===== config.mk =====
export PLATFORM = sky130hd
export DESIGN_NAME = acsa_control
export DESIGN_NICKNAME = d
export VERILOG_FILES = /design/src/acsa_pkg.sv /design/src/acsa_control.sv
export VERILOG_INCLUDE_DIRS = /design/src
export SDC_FILE = /design/constraint.sdc
export NUM_CORES = 1
export LEC_CHECK = 0
export BUFFER_PORTS_ARGS = -buffer_cell sky130_fd_sc_hd__buf_2
export CAP_MARGIN = 20
export CORE_MARGIN = 8
export CORE_UTILIZATION = 37
export DETAILED_ROUTE_END_ITERATION = 10
export SYNTH_ARGS = -nofsm -noshare
export SYNTH_HDL_FRONTEND = slang
export SYNTH_SLANG_ARGS = --single-unit

===== constraint.sdc =====
create_clock -name clk_i -period 3.6 [get_ports clk_i]
set_clock_uncertainty 0.05 [all_clocks]
set_input_delay 0.36 -clock clk_i [delete_from_list [all_inputs] [get_ports clk_i]]
set_output_delay 0.36 -clock clk_i [all_outputs]
set_load 0.05 [all_outputs]

===== src/acsa_defs.svh =====
`ifndef ACSA_DEFS_SVH
`define ACSA_DEFS_SVH
// ----------------------------------------
// Register addresses
// ----------------------------------------
`define ACSA_CTRL_ADDR 32'h4001c000
`define ACSA_SEQ_ADDR 32'h4001c008
`define ACSA_STAT_ADDR 32'h4001c0fc
// ----------------------------------------
// Field positions
// ----------------------------------------
`define ACSA_DIV_MSB 7
`define ACSA_ASYNC_BIT 8
`define ACSA_LP_BIT 10
`define ACSA_MASK_MSB 11
`define ACSA_TRIG_MSB 14
`define ACSA_TRIG_LSB 12
`define ACSA_POL_BIT 18
`define ACSA_SKIP_BIT 19
`define ACSA_START_BIT 26
`define ACSA_BURST_BIT 27
`define ACSA_SINGLE_BIT 28
`define ACSA_MODE_BIT 30
`define ACSA_EN_BIT 31
// ----------------------------------------
// Reset values and counts
// ----------------------------------------
`define ACSA_RESET_VALUE 32'h00000000
`define ACSA_CONV_TICKS 5'd31
`define ACSA_WARM_TICKS 5'd15
`define ACSA_NUM_CHANNELS 12
`endif


===== src/acsa_pkg.sv =====
package acsa_pkg;
  typedef enum logic [1:0] {ACSA_IDLE, ACSA_WARM, ACSA_LAUNCH, ACSA_CONV} acsa_state_type;

  typedef struct packed {
    logic [7:0] converter_clock_divider;
    logic async_sel;
    logic lp;
  } acsa_ctrl_type;

  typedef struct packed {
    logic [11:0] mask;
    logic [2:0] trig_sel;
    logic pol;
    logic skip;
    logic burst;
    logic single;
    logic mode;
    logic en;
  } acsa_seq_type;

  typedef struct packed {
    logic sample;
    logic done;
    logic seq_end;
    logic flag;
    logic adc_clk;
    logic [3:0] channel;
  } acsa_conv_type;

  typedef struct packed {
    acsa_ctrl_type ctrl;
    acsa_seq_type seq;
    acsa_state_type state;
    logic [7:0] div_cnt;
    logic [4:0] tick_cnt;
    logic [3:0] ch;
    logic sync1;
    logic sync2;
    logic prev;
    logic [31:0] rdata;
    acsa_conv_type conv;
  } acsa_regs_type;
endpackage


===== src/acsa_control.sv =====
// Added by the designer: the address-and-strobe port.
`timescale 1ns/100ps
`include "acsa_defs.svh"

module acsa_control (
  input wire logic clk_i,
  input wire logic srst_i,
  input wire logic ce_i,
  input wire logic [31:0] addr_i,
  input wire logic [31:0] wdata_i,
  input wire logic wr_i,
  input wire logic rd_i,
  output logic [31:0] rdata_o,
  input wire logic [7:0] trig_i,
  input wire logic async_tick_i,
  input wire logic analog_off_i,
  output acsa_pkg::acsa_conv_type conv_o,
  output logic analog_power_o,
  output logic busy_o
);
  acsa_pkg::acsa_regs_type r;
  acsa_pkg::acsa_regs_type next_r;
  logic trig_now;
  logic hw_edge;
  logic sw_start;
  logic trigger;
  logic tick;
  logic [4:0] nx;
  logic [4:0] first;
  logic [4:0] here;

  // ----------------------------------------
  // Next selected channel at or above a start
  // ----------------------------------------
  function automatic logic [4:0] find_ch(input logic [11:0] mask, input logic [4:0] from);
    logic [4:0] res;
    res = 5'h10;
    for (int i = `ACSA_NUM_CHANNELS - 1; i >= 0; i--) begin
      if (mask[i] && (5'(i) >= from)) begin
        res = 5'(i);
      end
    end
    return res;
  endfunction

  // ----------------------------------------
  // Next state
  // ----------------------------------------
  always_comb begin
    next_r = r;
    next_r.conv.sample = 1'b0;
    next_r.conv.done = 1'b0;
    next_r.conv.seq_end = 1'b0;
    next_r.conv.flag = 1'b0;
    next_r.conv.adc_clk = 1'b0;
    next_r.rdata = 32'h00000000;
    // Trigger path
    next_r.sync1 = trig_i[r.seq.trig_sel];
    next_r.sync2 = r.sync1;
    trig_now = r.seq.skip ? trig_i[r.seq.trig_sel] : r.sync2;
    next_r.prev = trig_now;
    hw_edge = r.seq.pol ? (trig_now & ~r.prev) : (~trig_now & r.prev);
    sw_start = wr_i && (addr_i == `ACSA_SEQ_ADDR) && wdata_i[`ACSA_START_BIT];
    trigger = r.seq.en && !r.seq.burst && (hw_edge || sw_start);
    // Converter clock
    if (r.ctrl.async_sel) begin
      tick = async_tick_i;
      next_r.div_cnt = 8'h00;
    end else begin
      tick = (r.div_cnt == r.ctrl.converter_clock_divider);
      if (r.state == acsa_pkg::ACSA_IDLE || r.state == acsa_pkg::ACSA_LAUNCH || tick) begin
        next_r.div_cnt = 8'h00;
      end else begin
        next_r.div_cnt = r.div_cnt + 8'h01;
      end
    end
    first = find_ch(r.seq.mask, 5'h00);
    here = find_ch(r.seq.mask, {1'b0, r.ch});
    nx = find_ch(r.seq.mask, {1'b0, r.ch} + 5'h01);
    if (r.state != acsa_pkg::ACSA_IDLE) begin
      next_r.conv.adc_clk = tick;
    end
    // Sequencer
    case (r.state)
      acsa_pkg::ACSA_IDLE: begin
        if ((trigger || (r.seq.en && r.seq.burst)) && r.seq.mask != 12'h000) begin
          if (here == 5'h10) begin
            next_r.ch = first[3:0];
          end else begin
            next_r.ch = here[3:0];
          end
          next_r.tick_cnt = 5'h00;
          next_r.state = r.ctrl.lp ? acsa_pkg::ACSA_WARM : acsa_pkg::ACSA_LAUNCH;
        end
      end
      acsa_pkg::ACSA_WARM: begin
        if (tick) begin
          next_r.tick_cnt = r.tick_cnt + 5'h01;
          if (r.tick_cnt == `ACSA_WARM_TICKS - 5'h01) begin
            next_r.tick_cnt = 5'h00;
            next_r.state = acsa_pkg::ACSA_LAUNCH;
          end
        end
      end
      acsa_pkg::ACSA_LAUNCH: begin
        next_r.conv.sample = 1'b1;
        next_r.conv.channel = r.ch;
        next_r.tick_cnt = 5'h00;
        next_r.state = acsa_pkg::ACSA_CONV;
      end
      acsa_pkg::ACSA_CONV: begin
        if (tick) begin
          next_r.tick_cnt = r.tick_cnt + 5'h01;
          if (r.tick_cnt == `ACSA_CONV_TICKS - 5'h01) begin
            next_r.conv.done = 1'b1;
            next_r.conv.seq_end = nx[4];
            next_r.conv.flag = !r.seq.mode || nx[4];
            next_r.ch = nx[4] ? first[3:0] : nx[3:0];
            if (!r.seq.en || r.seq.single) begin
              next_r.state = acsa_pkg::ACSA_IDLE;
            end else if (!nx[4] || r.seq.burst) begin
              next_r.state = acsa_pkg::ACSA_LAUNCH;
            end else begin
              next_r.state = acsa_pkg::ACSA_IDLE;
            end
          end
        end
      end
      default: begin
        next_r.state = acsa_pkg::ACSA_IDLE;
      end
    endcase
    // Register writes
    if (wr_i && addr_i == `ACSA_CTRL_ADDR) begin
      next_r.ctrl.converter_clock_divider = wdata_i[`ACSA_DIV_MSB:0];
      next_r.ctrl.async_sel = wdata_i[`ACSA_ASYNC_BIT];
      next_r.ctrl.lp = wdata_i[`ACSA_LP_BIT];
    end
    if (wr_i && addr_i == `ACSA_SEQ_ADDR) begin
      next_r.seq.mask = wdata_i[`ACSA_MASK_MSB:0];
      next_r.seq.trig_sel = wdata_i[`ACSA_TRIG_MSB:`ACSA_TRIG_LSB];
      next_r.seq.pol = wdata_i[`ACSA_POL_BIT];
      next_r.seq.skip = wdata_i[`ACSA_SKIP_BIT];
      next_r.seq.burst = wdata_i[`ACSA_BURST_BIT];
      next_r.seq.single = wdata_i[`ACSA_SINGLE_BIT];
      next_r.seq.mode = wdata_i[`ACSA_MODE_BIT];
      next_r.seq.en = wdata_i[`ACSA_EN_BIT];
    end
    // Register reads
    if (rd_i) begin
      case (addr_i)
        `ACSA_CTRL_ADDR: begin
          next_r.rdata = {21'h000000, r.ctrl.lp, 1'b0, r.ctrl.async_sel, r.ctrl.converter_clock_divider};
        end
        `ACSA_SEQ_ADDR: begin
          next_r.rdata = {r.seq.en, r.seq.mode, 1'b0, r.seq.single, r.seq.burst, 1'b0, 6'h00,
                          r.seq.skip, r.seq.pol, 3'h0, r.seq.trig_sel, r.seq.mask};
        end
        `ACSA_STAT_ADDR: begin
          next_r.rdata = {25'h0000000, analog_power_o, busy_o, 1'b0, r.ch};
        end
        default: begin
          next_r.rdata = 32'h00000000;
        end
      endcase
    end
  end

  // ----------------------------------------
  // State register
  // ----------------------------------------
  always_ff @(posedge clk_i) begin
    if (srst_i) begin
      r <= acsa_pkg::acsa_regs_type'(`ACSA_RESET_VALUE);
    end else if (ce_i) begin
      r <= next_r;
    end
  end

  assign rdata_o = r.rdata;
  assign conv_o = r.conv;
  assign busy_o = (r.state != acsa_pkg::ACSA_IDLE);
  assign analog_power_o = !analog_off_i && (!r.ctrl.lp || busy_o);

  // ----------------------------------------
  // Checks
  // ----------------------------------------
  logic [5:0] conv_ticks;
  always_ff @(posedge clk_i) begin
    if (srst_i) begin
      conv_ticks <= 6'h00;
    end else if (ce_i) begin
      if (r.state == acsa_pkg::ACSA_LAUNCH) begin
        conv_ticks <= 6'h00;
      end else if (r.state == acsa_pkg::ACSA_CONV && tick) begin
        conv_ticks <= conv_ticks + 6'h01;
      end
    end
  end
endmodule // acsa_control


==> impl_results.md, run 1 <==
- Status: finished clean
- WL final: roughly 15 mm
- Critical path endpoint: r[62]
- Largest stage delay, worst path: between 500 and 600 ps
- Cell count after synthesis: around 650
- R2R setup slack: about 660 ps
- CTS clock-pin slew for the worst setup and hold paths: ~60 ps
- Crit. End Element: register
- Synth Cell Area: just over 5000 um^2
- Final Setup Violations: 0
- Clk sinks: 83
- Crit. Startpoint: r[44]
- Skew-Pair Late Insertion Delay: 350 ps
- Grt total ovfl: 0
- Post-CTS setup repair buffer count: 0
- DRC viols: 0
- FF-to-FF path depth: 8
- Final hold viol count: 0
- CTS buffer count: 9
- Met3 WL: 988 um
- Sequential fraction of the synthesis area: between 30 and 40%
- First-pass GRT wire length: 24.6 mm
- Total Routing Usage GR: roughly 17%
- Seq cells post-synth: 83
- Worst-path fanout max: 11
- Antenna cell count: 0
- PortBufs: 100
- Critical path data arrival time: 3090 ps
- Total die area: around 18000 um^2
- # H-tree levels: 3
- HPWL Detailed: around 11 mm
- Hold_buf cts: 0
- Layout cells sized above 1: roughly 21%
- Most frequent CP cell: a311oi_1
- Initial antenna violation count: 0
- Root buf cell: clkbuf_16
- Post-route ant nets: 0
- Post-synth EDFFs: 0
- RR Startpoint: r[44]
- Hold Crit Class: in -> reg
- M1 WL: ~6.6 mm
- Die Span X: 134 um
- DR iter-0 viols: ~340
- Core area: roughly 14000 um^2
- Total Power: a little over 0.002 W
- Least-Margin Pin Slew: 1020 ps
- Maximum clock path buffer count: 2
- Post-cts resize count: 0
- Fin crit share: about four fifths
- Largest net degree at the start of global routing: 37
- CP Launch Type: register
- DR top layer: met4
- RSZ-0062 raised after global routing: false
- Ports: 122
- Ys Warns: 0
- Power per cell area: between 300 and 400 nW/um^2
- P&R area growth vs syn: 12.4%
- Die height: around 130 um
- Mean routed wirelength per cell: ~17 um
- Vias in the first global route: roughly 4800
- Syn avg cell area: just under 8 um^2
- Critical Path Stages: 8
- Via density: 5.42
- Top FF cell, synth: dfxtp_1
- Routed length on met2: 7.27 mm
- Vias: roughly 4700
- Crit path buf inv count: 1
- Crit-path cells: buf_4 > ha_1 > and3b_1 > or2_1 > a311oi_1 > nand4b_1 > o311ai_0 > a311oi_1
- Post-route cell area: roughly 5700 um^2
- Critical path type: reg -> reg
- Ys async rst share: 0%
- Setup_tns: 0 ps
- Max Slew Vio Count: 0
- Drt first pass iters: 5
- Post-DP Area: about 5400 um^2
- Placer's final routability congestion estimate: approximately 0.90
- Initial Util: 37.4%
- WP data required: 3760 ps
- Post-synth cell types: 71
- Final nets: just under 800
- Crit path max-delay cell type: o311ai_0
- # rows: 43
- Terminus of the critical flop-to-flop path: r[62]
- MaxCap Viol Count: 0
- Tmin final: 2940 ps
- Relative slew slack: between 30 and 40%
- VDD IR-drop max: 0.186 mV
- Worst Min Path Start: wdata_i[12]
- CTS tree: yes
- Top Family by Delay on Critical Path: compound AO/OA/AOI/OAI gates
- Leakage power: approximately 2.2 nW
- Fmax: 0.340 GHz
area by class of cell:
class	count	area [um^2]
Timing Repair Buffer	108	561
Clock buffer	12	267
Tap cell	180	225
Inverter	15	56.3
Sequential cell	83	1660
Clock inverter	4	47.5
Multi-Input combinational cell	474	2930
Fill cell	1399	7920
worst min-delay path by stage:
stage / endpoint / slack [ps] / depth (start not counted)
6_report: r[69] / 210 / 3
5_1_grt: r[69] / 200 / 3
4_1_cts: r[65] / 190 / 3
3_5_place_dp: conv_o[5] / 410 / 2
3_3_place_gp: conv_o[5] / 400 / 2
2_1_floorplan: conv_o[5] / 380 / 2
cells in the mapped netlist (all sizes together) (3+ instances only):
cell type	count	area share [%]
o2bb2ai	5	0.86
a211o	3	0.51
and3	5	0.61
a21o	8	1.2
o311ai	3	0.51
nor3	8	0.88
clkbuf	33	2.4
xor2	5	0.86
inv	15	1.1
dfxtp	83	33
xnor2	14	2.4
nand2b	7	0.86
mux2	7	1.5
o21bai	3	0.44
or2	3	0.37
a22oi	18	2.6
and2	10	1.3
nor2	80	5.9
ha	8	2.0
o211ai	4	0.59
a32oi	3	0.51
a31oi	4	0.78
a211oi	6	0.98
nand3b	4	0.59
o31ai	9	1.3
a311oi	4	0.69
or4	3	0.66
nand3	13	1.3
o21a	3	0.44
a21oi	58	5.7
nor4	6	0.86
mux2i	19	3.8
nor2b	7	0.86
o21ai	17	1.7
buf	50	7.4
nand2	75	5.5
o31a	4	0.69
nand4b	3	0.51
nand4	6	0.73
layer usage:
layer / global-route usage [%] / vias up
met2: 28.1 / 172
met5: 0 / -
met1: 20.8 / 2222
met4: 6.49 / 0
li1: - / 2321
met3: 4.18 / 30
worst register-to-register path, stage by stage (launching register included):
cell and delay, ps:
dfxtp_1 310, buf_4 170, ha_1 300, and3b_1 220, or2_1 240, a311oi_1 470
nand4b_1 320, o311ai_0 560, a311oi_1 160
report_power, final:
group	internal, W	total [W]	switching [W]
Combinational	0.0000392	0.000120	0.0000803
Sequential	0.000920	0.000922	0.00000201
Clock	0.000592	0.000974	0.000382
Total	0.00155	0.00202	0.000464
state kept, by name (all words and copies together) (netlist names):
register / count
next_r: 1
conv_o: 9
rdata_o: 21
r: 52
through the flow:
step	setup WS (ps)	hold slack (ps)	cells	utilization [%]
floorplan	809	382	655	-
global placement	665	403	860	39.8
detailed placement	646	412	860	39.8
CTS	691	194	876	42.1
global route	463	201	876	42.1
finish	663	210	876	42.1
cells in the final DEF, fill, tap and decap left out, types with 5 or more instances in the layout:
| cell type | netlist | final |
|---|---|---|
| a22oi_1 | 18 | 18 |
| clkbuf_16 | 0 | 9 |
| nor2_1 | 80 | 80 |
| a21o_1 | 8 | 8 |
| nor2b_1 | 7 | 7 |
| nor4_1 | 5 | 5 |
| nand2_1 | 75 | 75 |
| a211oi_1 | 5 | 5 |
| ha_1 | 8 | 8 |
| nand3_1 | 13 | 13 |
| and2_1 | 9 | 9 |
| nand2b_1 | 7 | 7 |
| nand4_1 | 6 | 6 |
| conb_1 | 1 | 11 |
| o31ai_1 | 9 | 9 |
| mux2_2 | 7 | 7 |
| o21ai_0 | 16 | 16 |
| o2bb2ai_1 | 5 | 5 |
| xor2_1 | 5 | 5 |
| and3_1 | 5 | 5 |
| buf_2 | 4 | 100 |
| buf_4 | 43 | 8 |
| nor3_1 | 7 | 7 |
| dfxtp_1 | 83 | 83 |
| inv_1 | 15 | 15 |
| a21oi_1 | 58 | 58 |
| xnor2_1 | 14 | 14 |
| mux2i_1 | 18 | 18 |
cells by family after synthesis:
family          after synthesis  share of synthesized area, %
buf+inv                      98                          10.9
other cells                   1                        0.0734
mux                          28                          6.22
xor+xnor                     19                          3.26
flops                        83                          32.5
fa+ha+maj                     8                          1.96
simple gates                245                          23.5
compound gates              163                          21.6
No activity file was read; power rests on OpenSTA's default activity.
==> run 2: changes to the inputs <==
- clock period: 3.6 -> 2.85 ns (I/O delays scaled with it)
==> run 2 against run 1 <==
  * Sequential power rose by 26%
  * Worst hold slack got worse by 78 ps
  * Sequential share of layout area fell by 0.74 points
  * Clock power rose by 24%
  * Global-route usage rose by 0.23 points
  * Non-clock buffer count rose by 18
  * Worst setup slack got worse by 550 ps
  * Via count rose by 2.7%
  * Final cell count rose by 2.1%
  * Clock-buffer cell count did not move
  * Highest routed layer unchanged
==> impl_results.md, run 2 (same netlist as run 1, synthesis figures left out) <==
- Vias: slightly below 5000
- First-pass GRT wire length: between 20 and 25 mm
- Hold_buf cts: 0
- Non-filler cells, final: 894
- Number of cells after detailed placement: between 800 and 900
- P&R area growth vs syn: 15.4%
- Max Slew Vio Count: 0
- Placer's final routability congestion estimate: between 0.8 and 0.9
- Initial antenna violation count: 0
- # rows: 43
- Top Family by Delay on Critical Path: compound AO/OA/AOI/OAI gates
- Grt total ovfl: 0
- Fin crit share: 96.1%
- CP Launch Type: register
- Layout cells sized above 1: around a quarter
- DR iter-0 viols: roughly 400
- FF/Latch Area: between 1500 and 2000 um^2
- Maximum clock path buffer count: 2
- Final Setup Violations: 0
- Number of flip-flops in the largest register: 52
- Die Span X: 134 um
- CTS buffer count: 9
- DRC viols: 0
- Largest stage delay, worst path: 510 ps
- Root buf cell: clkbuf_16
- CTS tree: yes
- Via density: 5.45
- Area of the multi-input gates: between 2000 and 3000 um^2
- Crit path max-delay cell type: or3b_2
- Top reg by flops: r
- Most frequent cells in the layout: buf_2, dfxtp_1, nor2_1, nand2_1, a21oi_1
- Final nets: 796
- Power per cell area: about 430 nW/um^2
- Final hold viol count: 0
- Setup ws final: between 100 and 150 ps
- Antenna cell count: 0
- WP data required: roughly 3000 ps
- Vias in the first global route: about 4800
- Routed length on met2: 7.54 mm
- Die height: between 100 and 150 um
- Initial Util: 37.4%
- WL final: approximately 16 mm
- Crit path buf inv count: 1
- PortBufs: 100
- DR top layer: met4
- Largest net degree at the start of global routing: just under 70
- Clk sinks: 83
- Total Power: between 0.002 and 0.003 W
- Commonest non-fill, non-tap cell in the layout: buf_2
- Post-route ant nets: 0
- Critical path type: reg -> reg
- Status: finished clean
- Fillers: around 1400
- Post-route cell area: between 5000 and 6000 um^2
- Skew-Pair Late Insertion Delay: 350 ps
- Leakage power: between 2 and 2.5 nW
- Fmax: roughly 0.37 GHz
- Crit. End Element: register
- Core area: roughly 14000 um^2
- Total die area: about 18000 um^2
- # H-tree levels: 3
- Hold Crit Class: in -> reg
- Mean routed wirelength per cell: roughly 18 um
- Final hold slack: around 130 ps
- Total Routing Usage GR: between 15 and 20%
- M1 WL: 6.93 mm
- CTS clock-pin slew for the worst setup and hold paths: 60 ps
- MaxCap Viol Count: 0
- Worst-path fanout max: 5
- Tmin final: ~2700 ps
- Least-Margin Pin Slew: between 1000 and 1500 ps
- Crit-path cells: inv_1 > ha_1 > or3b_2 > o21a_1 > o41ai_4 > nand2b_1 > o31a_1 > o31ai_1 > o32ai_1
- Met3 WL: 958 um
- Critical path data arrival time: just under 3000 ps
- Relative slew slack: between 30 and 40%
- HPWL Detailed: approximately 12 mm
- Drt first pass iters: 5
- Post-DP Area: around 5600 um^2
- VDD IR-drop max: 0.269 mV
- Ports: roughly 120
- Setup WS pre-CTS: around 64 ps
-- run 2: cell types whose count changed in the layout (fill, tap and decap cells not counted) --
cell / before / now
buf_4: 8 / 26
a311oi_1: 4 / 2
a311oi_2: 0 / 2
clkbuf_1: 0 / 1
clkbuf_8: 3 / 2
clkinv_4: 0 / 1
clkinvlp_4: 1 / 0
o311ai_0: 3 / 2
o311ai_1: 0 / 1
o41ai_2: 1 / 0
o41ai_4: 0 / 1
-- run 2: power by group --
part           leakage (nW)  internal, W  switching, W
Clock                 0.153     0.000726      0.000487
Sequential            0.669      0.00116    0.00000249
Combinational          1.48    0.0000504      0.000101
Total                  2.30      0.00194      0.000590
-- run 2: metrics by stage --
| stage | TNS (ps) | utilization (%) |
|---|---|---|
| 2_1_floorplan | 0 | - |
| 3_3_place_gp | 0 | 40.8 |
| 3_5_place_dp | 0 | 40.8 |
| 4_1_cts | 0 | 43.0 |
| 5_1_grt | -5.92 | 43.2 |
| 6_report | 0 | 43.2 |
-- run 2: worst min-delay path, stage by stage --
cell     delay (ps)
buf_2            90
nand2_1          40
a21oi_1          50
-- run 2: per-layer routing --
metal  global-route usage (%)  vias to the layer above
li1                         -                     2361
met1                     21.0                     2332
met2                     28.5                      159
met3                     4.41                       19
met4                     6.36                        0
met5                        0                        -
-- run 2: what timing repair did --
action / in CTS / in global routing
endpoints found under the hold margin: 0 / 0
setup buffers: 0 / 0
setup endpoints to repair: 0 / 3
gates resized for setup: 0 / 4
-- run 2: worst paths after layout --
check             slack (ps)   endpoint         from  cells past startpoint
setup / recovery         110      r[45]        r[45]                      9
hold / removal           130      r[69]  wdata_i[12]                      3
setup reg to reg         110      r[45]        r[45]                      9
hold reg to reg          410  conv_o[8]    conv_o[8]                      2
-- run 2: final cells by class --
type / count / area share (%)
Clock inverter: 4 / 0.827
Clock buffer: 12 / 4.35
Multi-Input combinational cell: 474 / 50.1
Sequential cell: 83 / 28.2
Timing Repair Buffer: 126 / 11.8
Inverter: 15 / 0.955
Tap cell: 180 / 3.82
